### src/pcac_pkg.sv
package pcac_pkg;
   // target address on the serial bus
   localparam logic [6:0] I2C_ADDR       = 7'h39;
   // register offsets
   localparam logic [7:0] ADDR_STATUS    = 8'h93;
   localparam logic [7:0] ADDR_PROX      = 8'h9c;
   localparam logic [7:0] ADDR_OFS_MAG   = 8'hc0;
   localparam logic [7:0] ADDR_OFS_SIGN  = 8'hc1;
   localparam logic [7:0] ADDR_CAL_CTRL  = 8'hd7;
   localparam logic [7:0] ADDR_CAL_CFG   = 8'hd9;
   localparam logic [7:0] ADDR_CAL_STAT  = 8'hdc;
   localparam logic [7:0] ADDR_INT_EN    = 8'hdd;
   // field positions
   localparam int         CFG_TGT_MSB    = 7;
   localparam int         CFG_TGT_LSB    = 5;
   localparam int         CFG_TRIM_BIT   = 3;
   localparam int         CFG_AVG_MSB    = 2;
   localparam int         CFG_AVG_LSB    = 0;
   localparam int         CTRL_ELEC_BIT  = 5;
   localparam int         CTRL_START_BIT = 0;
   localparam int         CSTAT_DONE_BIT = 0;
   localparam int         SIGN_BIT       = 0;
   localparam int         IEN_LSAT_BIT   = 7;
   localparam int         IEN_PSAT_BIT   = 6;
   localparam int         IEN_PTHR_BIT   = 5;
   localparam int         IEN_LIGHT_BIT  = 4;
   localparam int         IEN_CAL_BIT    = 3;
   // reset values and masks
   localparam logic [7:0] CAL_CFG_RST    = 8'h40;
   localparam logic [7:0] REG_ZERO       = 8'h00;
   localparam logic [7:0] CTRL_RW_MASK   = 8'h3f;
   localparam logic [7:0] IRQ_MASK       = 8'hf8;
   // offset search
   localparam int         SEARCH_MSB     = 8;
   localparam logic [9:0] OFS_BIAS       = 10'h0ff;
   localparam logic [8:0] SEARCH_FIRST   = 9'h100;
   localparam logic [7:0] OFS_MAX        = 8'hff;
   localparam logic [7:0] ONE8           = 8'h01;
   localparam logic [3:0] BITS_PER_BYTE  = 4'h8;

   typedef enum logic [4:0] {
      PCAC_I2C_IDLE = 5'b00001,
      PCAC_I2C_RX   = 5'b00010,
      PCAC_I2C_ACK  = 5'b00100,
      PCAC_I2C_TX   = 5'b01000,
      PCAC_I2C_RACK = 5'b10000
   } pcac_i2c_e;

   typedef enum logic [1:0] {
      PCAC_CAL_IDLE = 2'b01,
      PCAC_CAL_RUN  = 2'b10
   } pcac_cal_e;
endpackage : pcac_pkg

### src/pcac_i2c_target.sv
`timescale 1ns/10ps
module pcac_i2c_target
   import pcac_pkg::*;
(
   input  wire logic       clk_i,
   input  wire logic       rst_n_i,
   input  wire logic       scl_i,
   input  wire logic       sda_i,
   input  wire logic [7:0] rdata_i,
   output logic            sda_oe_o,
   output logic            wr_o,
   output logic [7:0]      addr_o,
   output logic [7:0]      wdata_o
);
   logic       scl_m, scl_s, scl_d;
   logic       sda_m, sda_s, sda_d;
   pcac_i2c_e  state;
   logic [7:0] shreg;
   logic [3:0] cnt;
   logic [1:0] byte_no;
   logic       is_read;
   logic       pend;

   wire scl_rise  = scl_s & ~scl_d;
   wire scl_fall  = ~scl_s & scl_d;
   wire bus_start = scl_s & scl_d & sda_d & ~sda_s;
   wire bus_stop  = scl_s & scl_d & ~sda_d & sda_s;
   wire byte_full = (cnt == BITS_PER_BYTE);
   wire addr_hit  = (shreg[7:1] == I2C_ADDR);

   always_ff @(posedge clk_i) begin
      if (!rst_n_i) begin
         {scl_m, scl_s, scl_d} <= 3'h7;
         {sda_m, sda_s, sda_d} <= 3'h7;
      end else begin
         {scl_m, scl_s, scl_d} <= {scl_i, scl_m, scl_s};
         {sda_m, sda_s, sda_d} <= {sda_i, sda_m, sda_s};
      end
   end

   always_ff @(posedge clk_i) begin
      if (!rst_n_i) begin
         state    <= PCAC_I2C_IDLE;
         shreg    <= REG_ZERO;
         cnt      <= 4'h0;
         byte_no  <= 2'h0;
         is_read  <= 1'b0;
         pend     <= 1'b0;
         sda_oe_o <= 1'b0;
         wr_o     <= 1'b0;
         addr_o   <= REG_ZERO;
         wdata_o  <= REG_ZERO;
      end else begin
         wr_o <= 1'b0;
         if (bus_start) begin
            // repeated start keeps the pointer for combined write-then-read
            state    <= PCAC_I2C_RX;
            cnt      <= 4'h0;
            byte_no  <= 2'h0;
            sda_oe_o <= 1'b0;
         end else if (bus_stop) begin
            state    <= PCAC_I2C_IDLE;
            sda_oe_o <= 1'b0;
         end else begin
            unique case (state)
               PCAC_I2C_IDLE: begin
               end
               PCAC_I2C_RX: begin
                  if (scl_rise) begin
                     shreg <= {shreg[6:0], sda_s};
                     cnt   <= cnt + 4'h1;
                  end else if (scl_fall && byte_full) begin
                     if (byte_no == 2'h0) begin
                        if (addr_hit) begin
                           is_read  <= shreg[0];
                           byte_no  <= 2'h1;
                           state    <= PCAC_I2C_ACK;
                           sda_oe_o <= 1'b1;
                        end else begin
                           state <= PCAC_I2C_IDLE;
                        end
                     end else begin
                        if (byte_no == 2'h1) begin
                           addr_o <= shreg;
                        end else begin
                           wr_o    <= 1'b1;
                           wdata_o <= shreg;
                           pend    <= 1'b1;
                        end
                        byte_no  <= 2'h2;
                        state    <= PCAC_I2C_ACK;
                        sda_oe_o <= 1'b1;
                     end
                  end
               end
               PCAC_I2C_ACK: begin
                  if (scl_fall) begin
                     cnt <= 4'h0;
                     if (is_read) begin
                        shreg    <= rdata_i;
                        sda_oe_o <= ~rdata_i[7];
                        addr_o   <= addr_o + ONE8;
                        state    <= PCAC_I2C_TX;
                     end else begin
                        sda_oe_o <= 1'b0;
                        state    <= PCAC_I2C_RX;
                        pend     <= 1'b0;
                        if (pend) begin
                           addr_o <= addr_o + ONE8;
                        end
                     end
                  end
               end
               PCAC_I2C_TX: begin
                  if (scl_rise) begin
                     cnt <= cnt + 4'h1;
                  end else if (scl_fall) begin
                     if (byte_full) begin
                        sda_oe_o <= 1'b0;
                        state    <= PCAC_I2C_RACK;
                     end else begin
                        shreg    <= {shreg[6:0], 1'b0};
                        sda_oe_o <= ~shreg[6];
                     end
                  end
               end
               PCAC_I2C_RACK: begin
                  // a not-acknowledge ends the read
                  if (scl_rise && sda_s) begin
                     state <= PCAC_I2C_IDLE;
                  end else if (scl_fall) begin
                     cnt      <= 4'h0;
                     shreg    <= rdata_i;
                     sda_oe_o <= ~rdata_i[7];
                     addr_o   <= addr_o + ONE8;
                     state    <= PCAC_I2C_TX;
                  end
               end
               default: state <= PCAC_I2C_IDLE;
            endcase
         end
      end
   end
endmodule : pcac_i2c_target

### src/pcac_top.sv
`timescale 1ns/10ps
module pcac_top
   import pcac_pkg::*;
(
   input  wire logic       CLOCK_I,
   input  wire logic       RST_N_I,
   input  wire logic       SCL_I,
   input  wire logic       SDA_I,
   output logic            SDA_O,
   output logic            SDA_OE_O,
   output logic            INT_N_O,
   output logic            INT_N_OE_O,
   input  wire logic [7:0] SAMPLE_I,
   input  wire logic       SAMPLE_VALID_I,
   input  wire logic       LIGHT_SAT_EVT_I,
   input  wire logic       PROX_SAT_EVT_I,
   input  wire logic       PROX_THR_EVT_I,
   input  wire logic       LIGHT_EVT_I,
   output logic [7:0]      PROX_RESULT_O,
   output logic            PROX_DONE_O,
   output logic [7:0]      OFFSET_MAG_O,
   output logic            OFFSET_SIGN_O,
   output logic            PD_DISCONNECT_O
);
   logic        bus_wr;
   logic [7:0]  bus_addr;
   logic [7:0]  bus_wdata;
   logic [7:0]  calibration_config;
   logic [7:0]  calibration_control;
   logic [7:0]  interrupt_enables;
   logic [7:0]  status;
   logic        calibration_done_flag;
   logic [7:0]  offset_magnitude;
   logic [7:0]  offset_sign_register;
   logic [14:0] acc;
   logic [7:0]  sample_cnt;
   pcac_cal_e   cal_state;
   logic [8:0]  cal_k;
   logic [3:0]  cal_bit;
   wire  [7:0]  rd_data;

   pcac_i2c_target u_link (
      .clk_i    (CLOCK_I),
      .rst_n_i  (RST_N_I),
      .scl_i    (SCL_I),
      .sda_i    (SDA_I),
      .rdata_i  (rd_data),
      .sda_oe_o (SDA_OE_O),
      .wr_o     (bus_wr),
      .addr_o   (bus_addr),
      .wdata_o  (bus_wdata)
   );

   // register decode
   wire wr_cfg   = bus_wr & (bus_addr == ADDR_CAL_CFG);
   wire wr_ctrl  = bus_wr & (bus_addr == ADDR_CAL_CTRL);
   wire wr_ien   = bus_wr & (bus_addr == ADDR_INT_EN);
   wire wr_stat  = bus_wr & (bus_addr == ADDR_STATUS);
   wire wr_cstat = bus_wr & (bus_addr == ADDR_CAL_STAT);
   wire wr_mag   = bus_wr & (bus_addr == ADDR_OFS_MAG);
   wire wr_sign  = bus_wr & (bus_addr == ADDR_OFS_SIGN);

   assign rd_data =
      (bus_addr == ADDR_CAL_CFG)  ? calibration_config :
      (bus_addr == ADDR_CAL_CTRL) ? calibration_control :
      (bus_addr == ADDR_INT_EN)   ? interrupt_enables :
      (bus_addr == ADDR_STATUS)   ? status :
      (bus_addr == ADDR_CAL_STAT) ? {7'h00, calibration_done_flag} :
      (bus_addr == ADDR_OFS_MAG)  ? offset_magnitude :
      (bus_addr == ADDR_OFS_SIGN) ? offset_sign_register :
      (bus_addr == ADDR_PROX)     ? PROX_RESULT_O : REG_ZERO;

   // averaging: 2^code samples, code 0 takes a single sample
   wire [2:0]  avg_code   = calibration_config[CFG_AVG_MSB:CFG_AVG_LSB];
   wire [7:0]  avg_need   = ONE8 << avg_code;
   wire [7:0]  cnt_next   = sample_cnt + ONE8;
   wire [14:0] acc_next   = acc + {7'h00, SAMPLE_I};
   wire [14:0] acc_shift  = acc_next >> avg_code;
   wire [7:0]  cycle_res  = acc_shift[7:0];

   // search target and acceptance test
   wire [2:0]  tgt_code   = calibration_config[CFG_TGT_MSB:CFG_TGT_LSB];
   wire [7:0]  target     = (ONE8 << tgt_code) - ONE8;
   wire [7:0]  floor_val  = (target == REG_ZERO) ? ONE8 : target;
   wire        keep_bit   = (cycle_res >= floor_val);
   wire        cal_busy   = (cal_state == PCAC_CAL_RUN);
   wire        cal_kick   = (cal_state == PCAC_CAL_IDLE) & calibration_control[CTRL_START_BIT];
   // a sample landing in the kick cycle is dropped, not counted
   wire        cycle_end  = SAMPLE_VALID_I & ~cal_kick & (cnt_next == avg_need);
   wire        cal_judge  = cal_busy & cycle_end;
   wire        cal_last   = cal_judge & (cal_bit == 4'h0);
   // each new trial restarts the average so no stale samples mix in
   wire        cal_step   = cal_kick | (cal_judge & ~cal_last);
   wire [8:0]  k_clear    = cal_k & ~(9'h001 << cal_bit);
   wire [8:0]  k_judged   = keep_bit ? cal_k : k_clear;
   wire [8:0]  k_trial    = k_judged | (9'h001 << (cal_bit - 4'h1));

   // search index k maps onto offset k-255, magnitude clamped at 255
   wire [9:0]  ofs_trial  = {1'b0, cal_k} - OFS_BIAS;
   wire [9:0]  ofs_final  = {1'b0, k_judged} - OFS_BIAS;
   wire [9:0]  abs_trial  = ofs_trial[9] ? (10'h000 - ofs_trial) : ofs_trial;
   wire [9:0]  abs_final  = ofs_final[9] ? (10'h000 - ofs_final) : ofs_final;
   wire [7:0]  mag_trial  = abs_trial[8] ? OFS_MAX : abs_trial[7:0];
   wire [7:0]  mag_final  = abs_final[8] ? OFS_MAX : abs_final[7:0];

   wire        trim_hit   = cycle_end & ~cal_busy & calibration_config[CFG_TRIM_BIT]
                            & (cycle_res == REG_ZERO) & (offset_magnitude != REG_ZERO);

   wire [7:0]  evt_set    = {LIGHT_SAT_EVT_I, PROX_SAT_EVT_I, PROX_THR_EVT_I,
                             LIGHT_EVT_I, cal_last, 3'h0};
   wire [7:0]  stat_clr   = wr_stat ? bus_wdata : REG_ZERO;
   wire [7:0]  next_stat  = ((status & ~stat_clr) | evt_set) & IRQ_MASK;
   wire        next_done  = (calibration_done_flag
                             & ~(wr_cstat & bus_wdata[CSTAT_DONE_BIT])) | cal_last;

   always_ff @(posedge CLOCK_I) begin
      if (!RST_N_I) begin
         calibration_config <= CAL_CFG_RST;
         interrupt_enables  <= REG_ZERO;
         status             <= REG_ZERO;
         calibration_done_flag <= 1'b0;
      end else begin
         if (wr_cfg) begin
            calibration_config <= bus_wdata;
         end
         if (wr_ien) begin
            interrupt_enables <= bus_wdata;
         end
         // hardware set wins over a same-cycle clear
         status                <= next_stat;
         calibration_done_flag <= next_done;
      end
   end

   always_ff @(posedge CLOCK_I) begin
      if (!RST_N_I) begin
         calibration_control <= REG_ZERO;
      end else if (cal_last) begin
         calibration_control[CTRL_START_BIT] <= 1'b0;
      end else if (wr_ctrl && !cal_busy) begin
         // start bit cannot be cleared by the host mid-search
         calibration_control <= bus_wdata & CTRL_RW_MASK;
      end
   end

   always_ff @(posedge CLOCK_I) begin
      if (!RST_N_I) begin
         cal_state <= PCAC_CAL_IDLE;
         cal_k     <= 9'h000;
         cal_bit   <= 4'h0;
      end else begin
         unique case (cal_state)
            PCAC_CAL_IDLE: begin
               if (cal_kick) begin
                  cal_k     <= SEARCH_FIRST;
                  cal_bit   <= 4'(SEARCH_MSB);
                  cal_state <= PCAC_CAL_RUN;
               end
            end
            PCAC_CAL_RUN: begin
               if (cal_last) begin
                  cal_k     <= k_judged;
                  cal_state <= PCAC_CAL_IDLE;
               end else if (cal_judge) begin
                  cal_k   <= k_trial;
                  cal_bit <= cal_bit - 4'h1;
               end
            end
            default: cal_state <= PCAC_CAL_IDLE;
         endcase
      end
   end

   // offsets: calibration result and trim take priority over a host write
   always_ff @(posedge CLOCK_I) begin
      if (!RST_N_I) begin
         offset_magnitude     <= REG_ZERO;
         offset_sign_register <= REG_ZERO;
      end else if (cal_last) begin
         offset_magnitude                 <= mag_final;
         offset_sign_register[SIGN_BIT]   <= ofs_final[9];
      end else if (trim_hit) begin
         offset_magnitude <= offset_magnitude - ONE8;
      end else begin
         if (wr_mag) begin
            offset_magnitude <= bus_wdata;
         end
         if (wr_sign) begin
            offset_sign_register <= bus_wdata;
         end
      end
   end

   always_ff @(posedge CLOCK_I) begin
      if (!RST_N_I) begin
         acc           <= 15'h0000;
         sample_cnt    <= REG_ZERO;
         PROX_RESULT_O <= REG_ZERO;
         PROX_DONE_O   <= 1'b0;
      end else begin
         PROX_DONE_O <= cycle_end;
         if (cycle_end) begin
            PROX_RESULT_O <= cycle_res;
         end
         if (cal_step || cycle_end) begin
            acc        <= 15'h0000;
            sample_cnt <= REG_ZERO;
         end else if (SAMPLE_VALID_I) begin
            acc        <= acc_next;
            sample_cnt <= cnt_next;
         end
      end
   end

   always_ff @(posedge CLOCK_I) begin
      if (!RST_N_I) begin
         OFFSET_MAG_O    <= REG_ZERO;
         OFFSET_SIGN_O   <= 1'b0;
         PD_DISCONNECT_O <= 1'b0;
         INT_N_O         <= 1'b0;
         INT_N_OE_O      <= 1'b0;
         SDA_O           <= 1'b0;
      end else begin
         // during a search the converter sees the trial offset
         OFFSET_MAG_O    <= cal_busy ? mag_trial : offset_magnitude;
         OFFSET_SIGN_O   <= cal_busy ? ofs_trial[9] : offset_sign_register[SIGN_BIT];
         PD_DISCONNECT_O <= cal_busy & calibration_control[CTRL_ELEC_BIT];
         INT_N_OE_O      <= |(status & interrupt_enables & IRQ_MASK);
      end
   end
endmodule : pcac_top

### config.mk
export PLATFORM = sky130hd
export DESIGN_NAME = pcac_top
export DESIGN_NICKNAME = d
export VERILOG_FILES = /design/src/pcac_pkg.sv /design/src/pcac_i2c_target.sv /design/src/pcac_top.sv
export SDC_FILE = /design/constraint.sdc
export NUM_CORES = 1
export LEC_CHECK = 0
export BUFFER_PORTS_ARGS = -buffer_cell sky130_fd_sc_hd__buf_2
export CORE_ASPECT_RATIO = 1.75
export CORE_MARGIN = 5
export CORE_UTILIZATION = 43
export CTS_BUF_LIST = sky130_fd_sc_hd__clkbuf_8
export CTS_CLUSTER_SIZE = 8
export DETAILED_ROUTE_END_ITERATION = 8
export PLACE_DENSITY = 0.68
export SLEW_MARGIN = 25
export SYNTH_ARGS = -nofsm -noshare
export SYNTH_HDL_FRONTEND = slang
export SYNTH_SLANG_ARGS = --single-unit
### constraint.sdc
create_clock -name CLOCK_I -period 8.8 [get_ports CLOCK_I]
set_input_delay 1.32 -clock CLOCK_I [delete_from_list [all_inputs] [get_ports CLOCK_I]]
set_output_delay 1.32 -clock CLOCK_I [all_outputs]
set_load 0.1 [all_outputs]
Word level (Yosys, flattened, before mapping)
Index checks and enable logic that the tools add are counted. W data, S select, Z words.

Register bits: 150. Input port bits: 17.

$add $sub $neg: 11. $lt $le $gt $ge: 1. Equal/unequal tests: 53. Shift-type cells: 5. Muxes and demuxes: 93. Bitwise logic cells: 56. Reduce and logical (&&, ||, !) cells: 40.

Operators with widths (number): $mux W8 (33); $eq A8 B8 Y1 const B (8); $mux W9 (6); $mux W5 (8); $pmux W8 S4 (1); $mux W4 (7); $and A1 B1 Y1 (27); $pmux W5 S5 (1); $ne A2 B1 Y1 const B (12); $pmux W8 S3 (1); $mux W1 (22); $reduce_and A11 Y1 (2); $ne A2 B2 Y1 const B (10); $not A1 Y1 (20); $sub A9 B8 Y10 const B (2); $pmux W9 S2 (1); $reduce_and A9 Y1 (2); $shl A1 B4 Y9 const A (2); $sub A1 B9 Y9 const A (2); $add A8 B1 Y8 const B (2); $and A8 B8 Y8 (2); $logic_not A8 Y1 (2); $ne A4 B1 Y1 const B (4); $reduce_and A8 Y1 (2); 52 further kinds (80).

Logic depth before layout (Yosys ltp)
Word-level depth: 13. Mapped depth: 25.

Hierarchy
From an unflattened synthesis, not the netlist that was laid out.

Cell total of the unflattened synthesis: 1322. Area total of the unflattened synthesis: 10299.9 µm².

Modules (own cells, without submodules): pcac_top (instances 1, cells an instance 1026, area an instance 7866.3 µm², sequential area each 2042.0 µm²); pcac_i2c_target (instances 1, cells an instance 296, area an instance 2433.6 µm², sequential area each 900.9 µm²).

Least setup slack after synthesis
OpenSTA, ideal clock, no wires.

Path kind: input to register. From: input SAMPLE_I[0]. To: register offset_magnitude[1]. Setup time: 0.072 ns. Data arrival time: 6.647 ns. Data required time: 8.728 ns. Setup slack: 2.081 ns. Stages on the path: 24. Buffers on the path: 0. Cells stage by stage: ha_1 > fa_1 > a211oi_2 > o21ai_2 > o31ai_1 > or2_0 > mux4_2 > o32ai_4 > inv_1 > ha_1 > and3_1 > a221o_1 > a211oi_2 > a21boi_0 > ha_1 > nand3_1 > nand2_1 > a2111oi_0 > o21ai_0 > nand3_1 > nor2b_1 > a311oi_1 > a221o_1 > a21oi_1.

Cells in the longest elaborated chain, start to end: 9.

Ends and longest elaborated chain: from (decl) (line pcac_top.sv:13) `input wire logic [7:0] SAMPLE_I,`; $add A15 B8 Y15 * (line pcac_top.sv:77) `wire [14:0] acc_next = acc + {7'h00, SAMPLE_I};`; $shr A15 B3 Y8 * (line pcac_top.sv:78) `wire [14:0] acc_shift = acc_next >> avg_code;`; named net acc_shift[7] (line pcac_top.sv:78); $ge A8 B8 Y1 (line pcac_top.sv:85) `wire keep_bit = (cycle_res >= floor_val);`; $mux W9 (line pcac_top.sv:95) `wire [8:0] k_judged = keep_bit ? cal_k : k_clear;`; $sub A9 B8 Y10 (line pcac_top.sv:100) `wire [9:0] ofs_final = {1'b0, k_judged} - OFS_BIAS;`; $sub A1 B9 Y9 (line pcac_top.sv:102) `wire [9:0] abs_final = ofs_final[9] ? (10'h000 - ofs_final) : ofs_final;`; $mux W9 (line pcac_top.sv:102); $mux W8 (line pcac_top.sv:104) `wire [7:0] mag_final = abs_final[8] ? OFS_MAX : abs_final[7:0];`; $mux W8 (line pcac_top.sv:179) `end else if (cal_last) begin`; to (signal assigned) (line pcac_top.sv:180) `offset_magnitude <= mag_final;`; to (signal assigned) (line pcac_top.sv:183) `offset_magnitude <= offset_magnitude - ONE8;`; to (signal assigned) (line pcac_top.sv:186) `offset_magnitude <= bus_wdata;`; to (decl) (line pcac_top.sv:33) `logic [7:0] offset_magnitude;`.

The timed path passes the listed nets; every way through them passes the cells marked *. A chain may end at the register's enable or synchronous reset.

Worst setup path after layout
From: input SAMPLE_I[0]. To: register offset_magnitude[7].

The elaborated chain is that of the path after synthesis.

==> results.toml <==
[power_and_ir_drop]
netSwitchingPower_uw = 536.7
intPower_uw = 1053
p_leak_uw = 0.004121
p_seq_share_pct = 43.9
share_comb_of_total_power_pct = 21.7
clkPwrFrac_pct = 34.5
power_density_nw_per_um2 = 146.8
swShare_pct = 33.75
ir_worst_vdd_uv = 99.21

[clock_tree]
cts_root_buf = "clkbuf_8"
cts_made_buffers = 17
post_cts_buffers = 0
clockBufferDepth = 2
ctsHoldBuffers = 0
clk-insertion-delay-late_ns = 0.50
cts_resized = 0
cts.sinks = 147
clkTransAtPathRegs_ns = 0.09
htreeDepth = 4
cts_tree = "done"

[floorplanning]
die_width_um = 126.1
io_pins = 40
die_y_um = 213.1
row_count = 74
start_util_pct = 43.45
coreArea_sq_um = 23330
die-area_sq_um = 26870

[timing]
skew_ns = 0.02021
worstMarginPinSlew_ns = 1.046
period_share_pct = 81.11
hold_viol_final = 0
finalSetupTns_ns = 0
min_period_ns = 7.138
rsz0062_at_grt = "no"
max_slew_margin_pct = 30.29
max_freq_ghz = 0.1401
setup-violations-final = 0
layout_setup_ws_ns = 1.662
slew_violations = 0

[final_layout]
seqCellArea_sq_um = 2943
final_nets = 1361
multi_input_area_sq_um = 6671
fill_cells = 2421
area_delta_synth_final_pct = 6.863
stdcell_count = 1624
final_layout_size_suffix_gt1_share_pct = 9.856

[detailed_routing]
via_per_inst = 6.197
ant_nets = 0
route.detailed.drc = 0
drtIter0Drc = 886
post_drt_wl_per_cell_um = 19.87
num_vias = 10064
drt_wl_total_mm = 32.28
drt_first_pass_iters = 6

[yosys]
yosys_warnings = 0
synth_seq_cells = 147
synth.distinct_cells = 89
yosysSeqAreaShare_pct = 29.03
synth_top_area_share_pct = 29.03
synth-async-reset-ratio_pct = 0
synthTopCellsByArea = "dfxtp_1 29%, nor2_1 5.6%, a21oi_1 5.0%"
synthFlopType = "dfxtp_1"
syn_inst = 1327
synth_top_area_cell = "dfxtp_1"
syn_area_sq_um = 10140
synth-edff-count = 0
avgSynthCellArea_sq_um = 7.639

[hold_path]
hold_path.class = "flip-flop to flip-flop"
holdCritStartpoint = "u_link.sda_m$_SDFF_PN1_"

[worst_setup_path]
crit_arrival_ns = 7.48
crit_fanout = 9
worst_path_max_delay_cell = "o211ai_1"
critPathLaunch = "SAMPLE_I[0]"
path_class = "primary input to flip-flop"
end_kind = "flip-flop"
r2r_start = "acc[0]$_SDFFE_PP0P_"
cp_slowest_stage_delay_ns = 0.49
critPathLaunchType = "primary input"
required_ns = 9.15

[placement]
post-dp-hpwl_mm = 24.32
dp_cells = 1592
gp_congestion = 0.9893
port_buffers = 37
pre_cts_ws_ns = 1.226

[global_routing]
overflow = 0
grt_pass1_wl_mm = 51.23
track_usage_pct = 23.93
grt_max_degree = 88
antenna_found_initial = 1
first_global_vias = 9778

[job]
cap_violations = 0

[status]
status = "completed"
## metrics by stage
stage | hold slack, ns | total power [uW] | util, % | instance area [sq um]
floorplan | 0.3863 | 976.0 | - | 10140
global placement | 0.3998 | 1051 | 44.74 | 10440
detailed placement | 0.4011 | 1053 | 44.74 | 10440
CTS | 0.4233 | 1599 | 46.42 | 10830
global route | 0.4364 | 1656 | 46.43 | 10830
finish | 0.4160 | 1590 | 46.43 | 10830
## cell usage after synthesis (11+ instances only)
cell type,number
a21o_1,16
a21oi_1,101
nand2_1,130
buf_2,11
o21a_1,13
ha_1,36
xor2_1,26
mux2i_1,38
nand2b_1,20
nand4_1,19
clkbuf_1,70
nor3_1,28
a31oi_1,31
nor2b_1,18
a22oi_1,21
nor4_1,12
and2_1,17
o21ai_0,56
inv_1,43
or3_1,12
nand3_1,63
xnor2_1,29
a211oi_1,16
and3_1,19
dfxtp_1,147
nor2_1,151
## cell families (layout without fill, tap and decap cells)
family	Yosys count	count (layout)	share of synthesized area [%]
other cells	2	4	0.07408
fa+ha+maj	37	37	4.641
xor+xnor	55	55	4.752
buf+inv	134	125	5.246
compound gates	377	377	26.19
mux	44	44	4.641
flops	147	147	29.03
simple gates	531	531	25.43
## flip-flops by register name, summed over array words and instances (netlist names), 4 cells and up
name	count
OFFSET_MAG_O	8
PROX_RESULT_O	8
acc	15
cal_bit	4
cal_k	9
calibration_config	8
calibration_control	6
interrupt_enables	8
offset_magnitude	8
offset_sign_register	8
sample_cnt	8
status	5
u_link.addr_o	8
u_link.cnt	4
u_link.shreg	8
u_link.state	5
u_link.wdata_o	8
## area by class of cell
type / instances / share of cell area [%]
tap: 304 / 3.511
multi-input combinational: 1047 / 61.58
timing repair buffer: 49 / 2.541
sequential: 147 / 27.17
inverter: 45 / 1.559
clock inverter: 12 / 1.201
clock buffer: 19 / 2.414
antenna: 1 / 0.02310
## placed cells by master, fill, tap and decap left out, types with 29 or more instances in the layout
cell	instances
nor2_1	151
dfxtp_1	147
nand2_1	130
a21oi_1	101
nand3_1	63
o21ai_0	56
inv_1	44
mux2i_1	38
buf_2	37
ha_1	36
a31oi_1	31
xnor2_1	29
## metal layers
| metal | track usage (%) | part of all wire [%] | up-vias |
|---|---|---|---|
| li1 | - | - | 4777 |
| met1 | 22.85 | 35 | 4772 |
| met2 | 45.38 | 53 | 374 |
| met3 | 4.055 | 4.6 | 141 |
| met4 | 17.51 | 7.7 | 0 |
| met5 | 0 | 0 | - |
## path summary, 6_finish.rpt
check,end,slack (ns),depth (start not counted)
worst min-delay path,u_link.sda_s$_SDFF_PN1_,0.42,1
worst max-delay path,offset_magnitude[7]$_SDFFE_PN0P_,1.66,26
worst max register to register,offset_magnitude[7]$_SDFFE_PN0P_,2.27,25
worst min register to register,u_link.sda_s$_SDFF_PN1_,0.42,1
## worst max-delay path: cells and delay by family
family                   cells  cell delay (ns)
AO/OA/AOI/OAI               13             3.62
adder cells (fa/ha/maj)      4             1.33
buffers and inverters        2             0.20
multiplexers                 1             0.19
AND/OR/NAND/NOR              6             0.78
## power groups by stage
stage,logic (uW),clock network (uW),registers (uW)
6_report,344,548,697
5_1_grt,373,583,700
3_3_place_gp,338,0,713
4_1_cts,342,559,698
3_5_place_dp,341,0,713
2_1_floorplan,226,0,750
Note: power is estimated with default switching activity, not from simulation.
